### src/nvsram_host_pkg.sv
// Package of constants for the soft-sequence host controller of a nonvolatile SRAM
package nvsram_host_pkg;
   localparam int ADDR_W = 17;
   localparam int DATA_W = 8;
   localparam int MATCH_W = 14;
   localparam int SEQ_LEN = 6;
   // Unlock prefix addresses, steps one to five
   localparam logic [16:0] SEQ_ADDR_1 = 17'h04E38;
   localparam logic [16:0] SEQ_ADDR_2 = 17'h0B1C7;
   localparam logic [16:0] SEQ_ADDR_3 = 17'h083E0;
   localparam logic [16:0] SEQ_ADDR_4 = 17'h07C1F;
   localparam logic [16:0] SEQ_ADDR_5 = 17'h0703F;
   // Sixth addresses, one per action
   localparam logic [16:0] CMD_AUTO_OFF = 17'h00B45;
   localparam logic [16:0] CMD_AUTO_ON = 17'h00B46;
   localparam logic [16:0] CMD_SAVE = 17'h08FC0;
   localparam logic [16:0] CMD_RECALL = 17'h04C63;
   // Command codes on the user port
   localparam logic [2:0] OP_READ = 3'h0;
   localparam logic [2:0] OP_WRITE = 3'h1;
   localparam logic [2:0] OP_AUTO_OFF = 3'h2;
   localparam logic [2:0] OP_AUTO_ON = 3'h3;
   localparam logic [2:0] OP_SAVE = 3'h4;
   localparam logic [2:0] OP_RECALL = 3'h5;
   // Bus timing at 250 MHz (4 ns)
   localparam int CLK_PERIOD_NS = 4;
   localparam int ACCESS_TIME_NS = 35;
   localparam int ACCESS_CYCLES = (ACCESS_TIME_NS + CLK_PERIOD_NS - 1) / CLK_PERIOD_NS;
   localparam int RECOVER_TIME_NS = 15;
   localparam int RECOVER_CYCLES = (RECOVER_TIME_NS + CLK_PERIOD_NS - 1) / CLK_PERIOD_NS;
   localparam int INHIBIT_TIME_NS = 20;
   localparam int INHIBIT_CYCLES = (INHIBIT_TIME_NS + CLK_PERIOD_NS - 1) / CLK_PERIOD_NS;
   localparam int CNT_W = 8;
   localparam logic [7:0] STEP_CNT_RESET = 8'h00;
   typedef enum logic [4:0]
   {
      ST_IDLE = 5'b00001,
      ST_STROBE = 5'b00010,
      ST_RECOVER = 5'b00100,
      ST_WAIT_BUSY = 5'b01000,
      ST_INHIBIT = 5'b10000
   } host_state_t;
endpackage : nvsram_host_pkg

### src/seq_rom_if.sv
// Interface carrying a sequence-step lookup between the controller and its address table
interface seq_rom_if;
   logic [2:0] op;
   logic [2:0] step;
   logic [16:0] addr;
   modport user (output op, output step, input addr);
   modport table_side (input op, input step, output addr);
endinterface : seq_rom_if
### src/nvsram_soft_sequence_control.sv
// Host-side controller that drives a nonvolatile SRAM's pins and issues soft sequences

// Summary of operation
// - Every sequence opens with reads at 4E38, B1C7, 83E0 in that order.
// - Steps four and five read 7C1F then 703F; data returns normally.
// - Write-enable stays high through all six sequence cycles.
// - The six addresses go out consecutively in exactly the listed order.
// - Each step is a chip-enable or output-enable controlled read.
// - After changing the autosave setting, issue a save so it persists; the controller only raises persist_pending and waits for an OP_SAVE command.
// - Any other access between steps aborts; restart from step one.
module nvsram_soft_sequence_control
   import nvsram_host_pkg::*;
(
   input wire logic sys_clk,
   input wire logic srst,
   input wire logic cmd_valid,
   input wire logic [2:0] cmd_op,
   input wire logic [16:0] cmd_addr,
   input wire logic [7:0] cmd_wdata,
   input wire logic cmd_persist,
   output logic cmd_ready,
   output logic rsp_valid,
   output logic [7:0] rsp_rdata,
   output logic autosave_on,
   output logic persist_pending,
   output logic [16:0] address_bus,
   output logic chip_en_n,
   output logic out_en_n,
   output logic write_en_n,
   output logic [7:0] dq_out,
   output logic dq_oe,
   input wire logic [7:0] dq_in,
   input wire logic save_busy_n
);
   host_state_t state_reg, state_next;
   logic [7:0] cnt_reg, cnt_next;
   logic [2:0] step_reg;
   logic [2:0] op_reg;
   logic seq_mode_reg;
   logic strobe_start, write_cycle;
   logic [16:0] launch_addr;
   logic [7:0] wdata_reg;
   logic cmd_ready_reg, rsp_valid_reg, autosave_reg, persist_reg;
   logic [7:0] rdata_reg;
   logic chip_en_n_reg, out_en_n_reg, write_en_n_reg, dq_oe_reg;
   logic [16:0] bus_addr_reg;
   logic is_special, is_write, last_step, floating_step, accept, strobe_done;
   logic recover_done, inhibit_done, busy_seen_reg;
   seq_rom_if rom ();

   function automatic logic op_is_special(input logic [2:0] op);
      op_is_special = (op == OP_AUTO_OFF) || (op == OP_AUTO_ON) ||
                      (op == OP_SAVE) || (op == OP_RECALL);
   endfunction : op_is_special

   seq_addr_table u_table
   (
      .sys_clk(sys_clk),
      .rom(rom)
   );

   // Decode of the current command and progress through a sequence
   assign rom.op = op_reg;
   // The table answers a cycle late, so the next step is looked up during recovery
   assign rom.step = (state_reg == ST_RECOVER && seq_mode_reg && !last_step) ?
                     step_reg + 3'h1 : 3'h0;
   assign is_special = op_is_special(cmd_op);
   assign is_write = (cmd_op == OP_WRITE);
   assign last_step = seq_mode_reg && (step_reg == 3'(SEQ_LEN - 1));
   // Save and recall sixth reads return no data, so the sample is discarded
   assign floating_step = last_step && ((op_reg == OP_SAVE) || (op_reg == OP_RECALL));
   // Busy pin low means the device is not ready for any access
   assign accept = cmd_valid && cmd_ready_reg && save_busy_n;
   assign strobe_done = (cnt_reg == 8'(ACCESS_CYCLES - 1));
   assign recover_done = (cnt_reg == 8'(RECOVER_CYCLES - 1));
   assign inhibit_done = (cnt_reg == 8'(INHIBIT_CYCLES - 1));
   // Address and strobe type are fixed as the strobe begins; from idle the request
   // is not latched yet, so it is decoded straight from the command port
   assign strobe_start = (state_next == ST_STROBE) && (state_reg != ST_STROBE);
   assign launch_addr = (state_reg == ST_IDLE && !is_special) ? cmd_addr : rom.addr;
   assign write_cycle = (state_reg == ST_IDLE) ? is_write :
                        (!seq_mode_reg && op_reg == OP_WRITE);

   // Next-state logic; a sequence never yields the bus to another access
   always_comb
   begin
      state_next = state_reg;
      cnt_next = cnt_reg + 8'h01;
      case (state_reg)
         ST_IDLE:
         begin
            cnt_next = STEP_CNT_RESET;
            if (accept)
               state_next = ST_STROBE;
         end
         ST_STROBE:
            if (strobe_done)
            begin
               state_next = ST_RECOVER;
               cnt_next = STEP_CNT_RESET;
            end
         ST_RECOVER:
            if (recover_done)
            begin
               cnt_next = STEP_CNT_RESET;
               if (seq_mode_reg && !last_step)
                  state_next = ST_STROBE;
               else if (last_step && (op_reg == OP_SAVE || op_reg == OP_RECALL))
                  state_next = ST_WAIT_BUSY;
               else
                  state_next = ST_IDLE;
            end
         ST_WAIT_BUSY:
         begin
            // Hold off until the device releases its busy pin
            cnt_next = STEP_CNT_RESET;
            if (busy_seen_reg && save_busy_n)
               state_next = ST_INHIBIT;
         end
         ST_INHIBIT:
            // Keep the bus quiet for the post-busy inhibit time
            if (inhibit_done)
               state_next = ST_IDLE;
         default:
         begin
            state_next = ST_IDLE;
            cnt_next = STEP_CNT_RESET;
         end
      endcase
   end

   // State and counter
   always_ff @(posedge sys_clk)
   begin
      if (srst)
      begin
         state_reg <= ST_IDLE;
         cnt_reg <= STEP_CNT_RESET;
      end
      else
      begin
         state_reg <= state_next;
         cnt_reg <= cnt_next;
      end
   end

   // Latch the command and walk the step index
   always_ff @(posedge sys_clk)
   begin
      if (srst)
      begin
         step_reg <= 3'h0;
         op_reg <= OP_READ;
         seq_mode_reg <= 1'b0;
         wdata_reg <= 8'h00;
         busy_seen_reg <= 1'b0;
      end
      else if (state_reg == ST_IDLE && accept)
      begin
         step_reg <= 3'h0;
         op_reg <= cmd_op;
         seq_mode_reg <= is_special;
         wdata_reg <= cmd_wdata;
         busy_seen_reg <= 1'b0;
      end
      else
      begin
         if (state_reg == ST_RECOVER && recover_done && seq_mode_reg && !last_step)
            step_reg <= step_reg + 3'h1;
         if (state_reg == ST_WAIT_BUSY && !save_busy_n)
            busy_seen_reg <= 1'b1;
         if (state_reg == ST_IDLE)
            seq_mode_reg <= 1'b0;
      end
   end

   // Pin drivers; sequence steps are OE-controlled reads with WE high
   always_ff @(posedge sys_clk)
   begin
      if (srst)
      begin
         chip_en_n_reg <= 1'b1;
         out_en_n_reg <= 1'b1;
         write_en_n_reg <= 1'b1;
         dq_oe_reg <= 1'b0;
         bus_addr_reg <= 17'h00000;
      end
      else
      begin
         chip_en_n_reg <= !(state_next == ST_STROBE);
         out_en_n_reg <= !(state_next == ST_STROBE && !write_cycle);
         write_en_n_reg <= !(state_next == ST_STROBE && write_cycle);
         dq_oe_reg <= (state_next == ST_STROBE && write_cycle);
         // Address loads as the strobe starts and holds through it; all 17 bits come from the command or the table
         if (strobe_start)
            bus_addr_reg <= launch_addr;
      end
   end

   // Handshake, read data and mode tracking
   always_ff @(posedge sys_clk)
   begin
      if (srst)
      begin
         cmd_ready_reg <= 1'b0;
         rsp_valid_reg <= 1'b0;
         rdata_reg <= 8'h00;
         autosave_reg <= 1'b1;
         persist_reg <= 1'b0;
      end
      else
      begin
         cmd_ready_reg <= (state_next == ST_IDLE) && !(state_reg == ST_IDLE && accept);
         rsp_valid_reg <= (state_reg == ST_RECOVER) && recover_done &&
                          (!seq_mode_reg || last_step);
         if (state_reg == ST_STROBE && strobe_done && !floating_step)
            rdata_reg <= dq_in;
         if (state_reg == ST_RECOVER && recover_done && last_step)
         begin
            if (op_reg == OP_AUTO_OFF)
            begin
               autosave_reg <= 1'b0;
               persist_reg <= 1'b1;
            end
            else if (op_reg == OP_AUTO_ON)
            begin
               autosave_reg <= 1'b1;
               persist_reg <= 1'b1;
            end
            else if (op_reg == OP_SAVE)
               persist_reg <= 1'b0;
         end
      end
   end

   assign cmd_ready = cmd_ready_reg;
   assign rsp_valid = rsp_valid_reg;
   assign rsp_rdata = rdata_reg;
   assign autosave_on = autosave_reg;
   assign persist_pending = persist_reg;
   assign address_bus = bus_addr_reg;
   assign chip_en_n = chip_en_n_reg;
   assign out_en_n = out_en_n_reg;
   assign write_en_n = write_en_n_reg;
   assign dq_out = wdata_reg;
   assign dq_oe = dq_oe_reg;

   // Assertions
   a_seq_we_high: assert property (@(posedge sys_clk) disable iff (srst)
      seq_mode_reg && !chip_en_n_reg |-> write_en_n_reg)
      else $error("write enable low during sequence");
   a_strobe_read: assert property (@(posedge sys_clk) disable iff (srst)
      seq_mode_reg && !chip_en_n_reg |-> !out_en_n_reg && !dq_oe_reg)
      else $error("sequence step not a read");
   a_step_first: assert property (@(posedge sys_clk) disable iff (srst)
      seq_mode_reg && step_reg == 3'h0 && $fell(chip_en_n_reg) |->
      bus_addr_reg == SEQ_ADDR_1)
      else $error("first step address wrong");
   a_step_fifth: assert property (@(posedge sys_clk) disable iff (srst)
      seq_mode_reg && step_reg == 3'h4 && $fell(chip_en_n_reg) |->
      bus_addr_reg == SEQ_ADDR_5)
      else $error("fifth step address wrong");
   a_auto_off: assert property (@(posedge sys_clk) disable iff (srst)
      state_reg == ST_RECOVER && recover_done && last_step && op_reg == OP_AUTO_OFF
      |=> !autosave_reg && persist_reg)
      else $error("autosave off not tracked");
   a_auto_on: assert property (@(posedge sys_clk) disable iff (srst)
      state_reg == ST_RECOVER && recover_done && last_step && op_reg == OP_AUTO_ON
      |=> autosave_reg)
      else $error("autosave on not tracked");
   a_save_addr: assert property (@(posedge sys_clk) disable iff (srst)
      last_step && op_reg == OP_SAVE && $fell(chip_en_n_reg) |->
      bus_addr_reg == CMD_SAVE)
      else $error("save sixth address wrong");
   a_busy_no_access: assert property (@(posedge sys_clk) disable iff (srst)
      state_reg == ST_WAIT_BUSY |-> chip_en_n_reg && write_en_n_reg)
      else $error("access while waiting on busy");
   a_no_interleave: assert property (@(posedge sys_clk) disable iff (srst)
      seq_mode_reg && state_reg == ST_RECOVER && !last_step |-> !cmd_ready_reg)
      else $error("bus released mid sequence");
endmodule : nvsram_soft_sequence_control

### src/seq_addr_table.sv
// Registered table of the six sequence addresses for each special command
module seq_addr_table
   import nvsram_host_pkg::*;
(
   input wire logic sys_clk,
   seq_rom_if.table_side rom
);
   logic [16:0] last_addr;
   logic [16:0] addr_reg;

   // Final address picks the action; unknown ops fall back to a save
   assign last_addr = (rom.op == OP_AUTO_OFF) ? CMD_AUTO_OFF :
                      (rom.op == OP_AUTO_ON) ? CMD_AUTO_ON :
                      (rom.op == OP_RECALL) ? CMD_RECALL : CMD_SAVE;

   // Read data come out of a register, one cycle after the step is presented
   always_ff @(posedge sys_clk)
   begin
      case (rom.step)
         3'h0: addr_reg <= SEQ_ADDR_1;
         3'h1: addr_reg <= SEQ_ADDR_2;
         3'h2: addr_reg <= SEQ_ADDR_3;
         3'h3: addr_reg <= SEQ_ADDR_4;
         3'h4: addr_reg <= SEQ_ADDR_5;
         default: addr_reg <= last_addr;
      endcase
   end

   assign rom.addr = addr_reg;
endmodule : seq_addr_table

### config.mk
export PLATFORM = sky130hd
export DESIGN_NAME = nvsram_soft_sequence_control
export DESIGN_NICKNAME = d
export VERILOG_FILES = /design/src/nvsram_host_pkg.sv /design/src/seq_rom_if.sv /design/src/nvsram_soft_sequence_control.sv /design/src/seq_addr_table.sv
export SDC_FILE = /design/constraint.sdc
export NUM_CORES = 1
export LEC_CHECK = 0
export ABC_AREA = 1
export BUFFER_PORTS_ARGS = -buffer_cell sky130_fd_sc_hd__buf_2
export CORE_MARGIN = 2
export CORE_UTILIZATION = 59
export CTS_BUF_LIST = sky130_fd_sc_hd__clkbuf_2 sky130_fd_sc_hd__clkbuf_4 sky130_fd_sc_hd__clkbuf_8
export CTS_CLUSTER_SIZE = 25
export DETAILED_ROUTE_END_ITERATION = 7
export PLACE_DENSITY = 0.95
export SYNTH_ARGS = -nofsm -noshare
export SYNTH_HDL_FRONTEND = slang
export SYNTH_SLANG_ARGS = --single-unit
### constraint.sdc
create_clock -name sys_clk -period 2.9 [get_ports sys_clk]
set_clock_uncertainty 0.05 [all_clocks]
set_input_delay 0.435 -clock sys_clk [delete_from_list [all_inputs] [get_ports sys_clk]]
set_output_delay 0.435 -clock sys_clk [all_outputs]
set_load 0.05 [all_outputs]
==> results of run 1 <==
==> synth_stat cells, types with 3 or more instances <==
library cell and number:
dfxtp_1 75, nand2_1 60, nor2_1 60, inv_1 55, o21ai_0 46, nand3_1 27
a21oi_1 26, nand4_1 8, clkbuf_1 6, nor3_1 6, o21ai_1 6, xor2_1 5
buf_2 4, ha_1 4, nand2_2 4, buf_6 3, nand2_4 3, nor2_4 3
==> routing by layer <==
metal	vias up	part of all wire [%]	global-route usage, %
li1	1521	-	-
met1	1343	42	28.9
met2	137	49	44.5
met3	15	7.3	6.74
met4	0	1.6	10.4
met5	-	0	0
==> through the flow <==
| stage | utilization, % | power [uW] |
|---|---|---|
| detailed placement | 70.0 | 1540 |
| CTS | 74.3 | 2420 |
| finish | 74.3 | 2420 |
| floorplan | - | 1450 |
| global route | 74.3 | 2520 |
| global placement | 70.0 | 1530 |
==> cell families after synthesis <==
kind of cell               after synthesis
buffers and inverters                   72
AOI/OAI and AO/OA                       84
xor gates and xnor gates                 8
and+or+nand+nor                        181
adders and majority gates                4
DFF                                     75
==> worst max-delay path, delay by kind of cell (launching register included) <==
kind                   cells  cell delay (ps)
AND/OR/NAND/NOR            7             1390
flip-flops                 1              330
buffers and inverters      1              100
==> cells in the final DEF, fill, tap and decap left out, drive strengths merged <==
master / instances
nand4: 8
xnor2: 3
clkinv: 3
dfxtp: 75
ha: 4
o22ai: 1
nand2: 67
o21ba: 1
nor3b: 1
a21oi: 26
a211oi: 1
nor3: 6
o21a: 1
bufinv: 2
a31oi: 1
clkbuf: 10
buf: 81
o21ai: 53
inv: 58
clkinvlp: 2
xor2: 5
nand3: 29
nor2: 65
nand3b: 3
or2: 2
==> final cells by class <==
cell class | count | area [um2]
Clock buffer | 10 | 131
Clock inverter | 6 | 88.8
Fill cell | 377 | 1330
Inverter | 59 | 223
Multi-Input combinational cell | 277 | 1400
Sequential cell | 75 | 1500
Tap cell | 70 | 87.6
Timing Repair Buffer | 81 | 408
==> worst max path at each step <==
stage,startpoint,endpoint,slack (ps),depth (start not counted)
finish,state_reg[3],address_bus[3],910,8
global placement,state_reg[3],address_bus[12],1030,8
CTS,state_reg[3],address_bus[3],930,8
detailed placement,state_reg[3],address_bus[12],980,8
floorplan,cmd_ready,address_bus[0],1380,7
global route,state_reg[3],address_bus[3],720,8
==> power by group <==
| part | total, uW | internal (uW) | switching [uW] |
|---|---|---|---|
| Sequential | 1100 | 1070 | 28.1 |
| Clock | 889 | 495 | 394 |
| Combinational | 427 | 114 | 313 |
==> impl_metrics.env, run 1 <==
export IMPL_grt_pass1_wl_um=12100
export IMPL_synth_top_cell_by_area="dfxtp_1"
export IMPL_whs_ps=280
export IMPL_syn_area_um2=3200
export IMPL_start_kind="flip-flop"
export IMPL_antenna_found_initial=0
export IMPL_critPathMostFrequentCell="nor2_1"
export IMPL_vias=3016
export IMPL_fp_dieW_um=77.7
export IMPL_hold_path_class="in -> reg"
export IMPL_synth_cell_types=36
export IMPL_rows=26
export IMPL_fin_cells=578
export IMPL_layout_setup_ws_ps=911
export IMPL_grt_overflow_total=0
export IMPL_hp_start="cmd_wdata[3]"
export IMPL_coreArea_um2=5170
export IMPL_fmax_mhz=503
export IMPL_path_max_fanout=29
export IMPL_synth_mux_area_share_pct=0
export IMPL_avgViaCountPerCell=5.22
export IMPL_relSlewSlack_pct=68.1
export IMPL_ant_nets=0
export IMPL_cp_end_kind="flip-flop"
export IMPL_required_ps=3090
export IMPL_synthArstFlopShare_pct=0
export IMPL_finalMaxSlewViolations=0
export IMPL_wl_per_cell_um=12.8
export IMPL_worst_pin_slew_ps=476
export IMPL_die_h_um=77.7
export IMPL_powerDensity_nw_per_um2=630
export IMPL_post_dp_hpwl_um=5220
export IMPL_synth_cells=424
export IMPL_area_growth_pct=20.0
export IMPL_dieArea_um2=6030
export IMPL_synthXorXnorAreaFrac_pct=2.42
export IMPL_synth_top_family_by_area="simple AND/OR/NAND/NOR gates"
export IMPL_dpl_cell_area_um2=3620
export IMPL_layout_nets=548
export IMPL_hold_path_depth=3
export IMPL_ios=82
export IMPL_yosys_warnings=0
export IMPL_finalCriticalPeriod_ps=1990
export IMPL_worstSetupPathType="reg -> reg"
export IMPL_place_ws_ps=983
export IMPL_dr_pass1_iters=6
export IMPL_synth_compound_area_share_pct=13.6
export IMPL_path_clk_slew_ps=80
export IMPL_crit_path_max_incr_delay_ps=330
export IMPL_crit_path_top_delay_cell="dfxtp_1"
export IMPL_fin_crit_sh_pct=68.6
export IMPL_place_congestion=0.887
export IMPL_cts_root_buf="clkbuf_8"
export IMPL_ir_drop_mv=0.301
export IMPL_status="finished, final reports clean"
export IMPL_dp_cells=562
export IMPL_r2r_slack_ps=910
export IMPL_port_buffers=80
export IMPL_drive_gt1_share_pct=23.2
export IMPL_max_cap_viol_count=0
export IMPL_cts_sinks=75
export IMPL_diodes=0
export IMPL_cts_made_buffers=9
export IMPL_cp_cell_sequence="nor2_2 > nand2_1 > nor2_4 > nand2_2 > nand2_4 > inv_2 > nor2_1 > nor2_1"
export IMPL_drtIter0Drc=175
export IMPL_htreeDepth=3
export IMPL_yosys_area_share_simple_pct=26.1
export IMPL_synthAdderAreaFrac_pct=1.56
export IMPL_netlist_area_leader_share_pct=46.9
export IMPL_synth_area_leaders="dfxtp_1, o21ai_0, nand2_1"
export IMPL_grt_max_degree=32
export IMPL_syn_nets=469
export IMPL_grt_setup_unrepaired="false"
export IMPL_ys_seq_area_share_pct=46.9
export IMPL_grt_pass1_vias=2812
export IMPL_cts_tree="built"
export IMPL_dominantRegCellSynth="dfxtp_1"
export IMPL_timing_rr_end="address_bus[3]"
export IMPL_hold_viol=0
export IMPL_grt_usage_pct=25.3
export IMPL_worstHoldEndpoint="dq_out[3]"
export IMPL_drcViolationCount=0
export IMPL_r2r_start="state_reg[3]"
export IMPL_synth_seq_cells=75
export IMPL_reg2regPathDepth=8
export IMPL_clock_path_buffers=2
export IMPL_postCtsSetupRepairBufs=0
export IMPL_routed_wl_um=7410
export IMPL_initial_core_util_pct=61.9
export IMPL_power_leakage_uw=0.00192
export IMPL_cts_resized=0
export IMPL_clock_latency_ps=350
export IMPL_syn_avg_cell_area_um2=7.55
export IMPL_stdcell_area_um2=3840
export IMPL_setup_viol_count_final=0
export IMPL_synth_edf_count=0
export IMPL_ctsHoldBuffers=0
export IMPL_largest_register_ffs=17
export IMPL_cp_arrival_ps=2180
export IMPL_tns_ps=0
Power figures use the tool's default switching activity.
==> run 2, diff against run 1 <==
Settings changed: CORE_UTILIZATION 59 to 55, PLACE_DENSITY 0.95 to 0.9.
Clock period 2.9 ns to 1.9 ns, I/O delays scaled along.
==> run 2 against run 1 <==
  * Final area increased by 0.72%
  * Largest power group unchanged
  * Highest routed layer unchanged
  * Clock power increased by 41%
  * Register-to-register slack got worse by 720 ps
  * Routed wire length decreased by 1.9%
==> impl_metrics.env, run 2 (synthesized netlist as in run 1, its figures left out) <==
export IMPL_status="finished, final reports clean"
export IMPL_ios=82
export IMPL_r2r_start="step_reg[0]"
export IMPL_die_h_um=80.3
export IMPL_layout_common_cells="buf_2, dfxtp_1, nand2_1, nor2_1, inv_1"
export IMPL_area_growth_pct=20.8
export IMPL_post_dp_hpwl_um=5260
export IMPL_drive_gt1_share_pct=24.0
export IMPL_drcViolationCount=0
export IMPL_grt_overflow_total=0
export IMPL_start_kind="flip-flop"
export IMPL_antenna_found_initial=0
export IMPL_largest_register_ffs=17
export IMPL_setup_viol_count_final=0
export IMPL_clock_path_buffers=2
export IMPL_timing_rr_end="u_table.rom.addr[0]"
export IMPL_reg2regPathDepth=9
export IMPL_powerDensity_nw_per_um2=932
export IMPL_tns_ps=0
export IMPL_dr_pass1_iters=5
export IMPL_vias=2969
export IMPL_grt_pass1_wl_um=11700
export IMPL_htreeDepth=3
export IMPL_cts_root_buf="clkbuf_8"
export IMPL_total_power_uw=3610
export IMPL_place_congestion=0.877
export IMPL_dieArea_um2=6450
export IMPL_worstHoldEndpoint="dq_out[2]"
export IMPL_wl_per_cell_um=12.4
export IMPL_postCtsSetupRepairBufs=0
export IMPL_relSlewSlack_pct=72.3
export IMPL_drtIter0Drc=109
export IMPL_cts_made_buffers=9
export IMPL_grt_usage_pct=23.6
export IMPL_diodes=0
export IMPL_path_max_fanout=7
export IMPL_clock_latency_ps=360
export IMPL_layout_nets=552
export IMPL_fin_crit_sh_pct=90.2
export IMPL_grt_max_degree=30
export IMPL_initial_core_util_pct=57.4
export IMPL_cp_arrival_ps=1890
export IMPL_layout_commonest_cell="buf_2"
export IMPL_fill_cells=451
export IMPL_routed_wl_um=7270
export IMPL_finalCriticalPeriod_ps=1710
export IMPL_worst_pin_slew_ps=413
export IMPL_power_leakage_uw=0.00192
export IMPL_cts_sinks=75
export IMPL_r2r_slack_ps=190
export IMPL_coreArea_um2=5570
export IMPL_max_cap_viol_count=0
export IMPL_hold_viol=0
export IMPL_fp_dieW_um=80.3
export IMPL_ant_nets=0
export IMPL_required_ps=2070
export IMPL_fmax_mhz=584
export IMPL_avgViaCountPerCell=5.08
export IMPL_hold_path_class="in -> reg"
export IMPL_rows=27
export IMPL_port_buffers=80
export IMPL_hp_start="cmd_wdata[2]"
export IMPL_grt_pass1_vias=2740
export IMPL_ir_drop_mv=0.670
export IMPL_path_clk_slew_ps=80
export IMPL_finalMaxSlewViolations=0
export IMPL_cts_tree="built"
export IMPL_grt_setup_unrepaired="false"
export IMPL_worstSetupPathType="reg -> reg"
export IMPL_hold_path_depth=3
export IMPL_cp_end_kind="flip-flop"
[run 2: cell types whose count changed in the layout (fill, tap and decap cells not counted)]
| cell | change |
|---|---|
| inv_6 | -1 |
| clkinv_4 | +2 |
| clkinv_2 | +1 |
| inv_1 | -1 |
| bufinv_16 | -1 |
| clkbuf_4 | -1 |
| nand2_8 | +1 |
| clkbuf_8 | +1 |
| nand2_4 | -1 |
| buf_4 | +4 |
[run 2: worst max-delay path, cell delays in order, from the launching register on]
cell	delay, ps
dfxtp_1	370
ha_1	230
nand2_1	70
nand2_1	100
nor2_4	210
o21ai_2	100
clkinv_2	120
nand3_1	100
nand2_1	120
o21ai_0	110
[run 2: area by class of cell]
cell class | count | area (um2) | area share, %
clock buffer | 10 | 138 | 3.56
timing repair buffer | 85 | 438 | 11.3
clock inverter | 6 | 65.1 | 1.68
sequential | 75 | 1500 | 38.8
tap | 72 | 90.1 | 2.33
inverter | 59 | 226 | 5.85
multi-input combinational | 277 | 1410 | 36.4
[run 2: metrics by stage]
step | instance area, um2 | instances | worst slack [ps] | util (%) | hold slack [ps]
6_report | 3870 | 584 | 186 | 69.4 | 126
2_1_floorplan | 3200 | 424 | 382 | - | 392
3_3_place_gp | 3650 | 568 | 200 | 65.5 | 379
5_1_grt | 3870 | 584 | 46.3 | 69.4 | 140
4_1_cts | 3860 | 584 | 147 | 69.2 | 120
3_5_place_dp | 3650 | 568 | 171 | 65.5 | 386
[run 2: worst max-delay path by stage]
stage | cells after the start | end | from | slack [ps]
2_1_floorplan | 7 | address_bus[0] | cmd_ready | 380
3_3_place_gp | 9 | address_bus[12] | step_reg[0] | 200
3_5_place_dp | 9 | address_bus[12] | step_reg[0] | 170
4_1_cts | 9 | address_bus[12] | step_reg[0] | 150
5_1_grt | 9 | u_table.rom.addr[0] | step_reg[0] | 50
6_report | 9 | u_table.rom.addr[0] | step_reg[0] | 190
[run 2: per-layer routing]
layer | GRT usage, % | share of wire (%)
met1 | 27.4 | 45
met2 | 41.2 | 47
met3 | 6.52 | 6.1
met4 | 8.81 | 1.4
met5 | 0 | 0
[run 2: repair_timing]
action / 4_1_cts / 5_1_grt
setup endpoints to repair: 0 / 5
hold buffers: 0 / 0
resized for setup: 0 / 2
[run 2: where the power goes]
| group | switching [uW] | internal [uW] |
|---|---|---|
| Combinational | 484 | 190 |
| Clock | 608 | 642 |
| Sequential | 41.9 | 1640 |
| Total | 1130 | 2470 |
==> run 3, diff against run 2 <==
--- a/config.mk
+++ b/config.mk
@@ -15,2 +15,3 @@
 export PLACE_DENSITY = 0.9
+export REMOVE_ABC_BUFFERS = 1
 export SYNTH_ARGS = -nofsm -noshare
--- a/constraint.sdc
+++ b/constraint.sdc
@@ -4,2 +4,2 @@
 set_output_delay 0.285 -clock sys_clk [all_outputs]
-set_load 0.05 [all_outputs]
+set_load 0.1 [all_outputs]
==> run 3 against run 2 <==
  * Routed wire length is 2.3% lower
  * Hold slack improved by 14 ps
  * Non-clock buffer count decreased by 1
  * Flip-flop and latch count unchanged
  * Power shrank 0.65%
  * First-iteration DRC count is 55% higher
  * Critical path type unchanged
  * Critical endpoint is now dq_out[2]
==> impl_metrics.env, run 3 (synthesized netlist as in run 1, its figures left out) <==
export IMPL_fmax_mhz=577
export IMPL_cts_made_buffers=9
export IMPL_htreeDepth=3
export IMPL_ctsHoldBuffers=0
export IMPL_layout_nets=551
export IMPL_worst_pin_slew_ps=502
export IMPL_initial_core_util_pct=57.4
export IMPL_grt_pass1_vias=2838
export IMPL_ir_drop_mv=0.573
export IMPL_reg2regPathDepth=8
export IMPL_layout_common_cells="buf_2, dfxtp_1, nand2_1, nor2_1, inv_1"
export IMPL_cp_end_kind="flip-flop"
export IMPL_grt_overflow_total=0
export IMPL_r2r_start="state_reg[3]"
export IMPL_whs_ps=140
export IMPL_finalMaxSlewViolations=0
export IMPL_vias=2976
export IMPL_cts_tree="built"
export IMPL_clock_path_buffers=2
export IMPL_coreArea_um2=5570
export IMPL_place_congestion=0.894
export IMPL_path_max_fanout=16
export IMPL_maxUsedRoutingLayer="met4"
export IMPL_wl_per_cell_um=12.2
export IMPL_grt_max_degree=37
export IMPL_dieArea_um2=6450
export IMPL_fp_dieW_um=80.3
export IMPL_routed_wl_um=7100
export IMPL_drive_gt1_share_pct=23.4
export IMPL_hp_start="cmd_wdata[1]"
export IMPL_rows=27
export IMPL_path_clk_slew_ps=70
export IMPL_layout_commonest_cell="buf_2"
export IMPL_timing_rr_end="dq_out[2]"
export IMPL_powerDensity_nw_per_um2=940
export IMPL_power_leakage_uw=0.00191
export IMPL_ios=82
export IMPL_largest_register_ffs=17
export IMPL_clock_latency_ps=350
export IMPL_met2WireLength_um=3500
export IMPL_m1WireLength_um=3010
export IMPL_status="finished, final reports clean"
export IMPL_postCtsSetupRepairBufs=0
export IMPL_start_kind="flip-flop"
export IMPL_finalCriticalPeriod_ps=1730
export IMPL_cts_sinks=75
export IMPL_required_ps=2130
export IMPL_layout_setup_ws_ps=166
export IMPL_dp_cells=567
export IMPL_drcViolationCount=0
export IMPL_area_growth_pct=19.0
export IMPL_grt_usage_pct=23.6
export IMPL_dr_pass1_iters=5
export IMPL_wl_met3_um=410
export IMPL_hold_path_class="in -> reg"
export IMPL_worstSetupPathType="reg -> reg"
export IMPL_cts_resized=0
export IMPL_setup_viol_count_final=0
export IMPL_antenna_found_initial=0
export IMPL_drtIter0Drc=169
export IMPL_cp_arrival_ps=1970
export IMPL_r2r_slack_ps=170
export IMPL_ant_nets=0
export IMPL_post_dp_hpwl_um=5120
export IMPL_fin_crit_sh_pct=91.3
export IMPL_hold_path_depth=3
export IMPL_max_cap_viol_count=0
export IMPL_port_buffers=80
export IMPL_place_ws_ps=159
export IMPL_grt_setup_unrepaired="false"
export IMPL_diodes=0
export IMPL_hold_viol=0
export IMPL_avgViaCountPerCell=5.12
export IMPL_grt_pass1_wl_um=11800
export IMPL_relSlewSlack_pct=66.7
export IMPL_fin_cells=581
export IMPL_worstHoldEndpoint="dq_out[1]"
export IMPL_die_h_um=80.3
export IMPL_cts_root_buf="clkbuf_8"
run 3: cell count changes in the layout (fill, tap and decap cells not counted):
cell        delta
clkbuf_4       +2
bufinv_16      -1
clkbuf_8       -1
inv_1          +1
clkinv_4       -2
buf_4          -1
clkinvlp_4     -1
run 3: per-stage QoR:
stage	power [uW]	util, %	instance area [um2]	setup TNS (ps)
3_3_place_gp	2560	65.4	3650	0
5_1_grt	3730	68.4	3810	0
6_report	3580	68.4	3810	0
3_5_place_dp	2580	65.4	3650	0
2_1_floorplan	2390	-	3130	-1220
4_1_cts	3590	68.2	3800	0
run 3: layer usage:
layer	vias to the layer above	track usage, %
li1	1519	-
met1	1346	27.1
met3	21	4.38
met5	-	0
met4	0	12.7
met2	90	41.2
run 3: worst max-delay path, stage by stage (launching register included):
cell     delay [ps]
dfxtp_1         330
nor2_2          160
nand2_1         130
nor2_4          200
nand2_2         170
buf_4           220
inv_1           210
nor2_1           70
nor2_1          110
run 3: how the worst max path moves through the flow:
stage | start | endpoint | slack [ps] | cells after the start
2_1_floorplan | cmd_ready | address_bus[12] | -90 | 7
3_3_place_gp | step_reg[0] | address_bus[15] | 240 | 9
3_5_place_dp | step_reg[1] | address_bus[12] | 160 | 10
4_1_cts | step_reg[1] | address_bus[12] | 140 | 10
5_1_grt | step_reg[1] | address_bus[13] | 4 | 10
6_report | state_reg[3] | dq_out[2] | 170 | 8
run 3: layout make-up:
cell class,instances,area (um2)
tap,72,90.1
fill,450,1760
sequential,75,1500
clock buffer,11,139
multi-input combinational,277,1410
inverter,59,223
clock inverter,3,17.5
timing repair buffer,84,430
run 3: where the power goes:
group	internal, uW	switching (uW)	total (uW)
Clock	484	542	1030
Combinational	187	688	875
Sequential	1640	40.1	1680
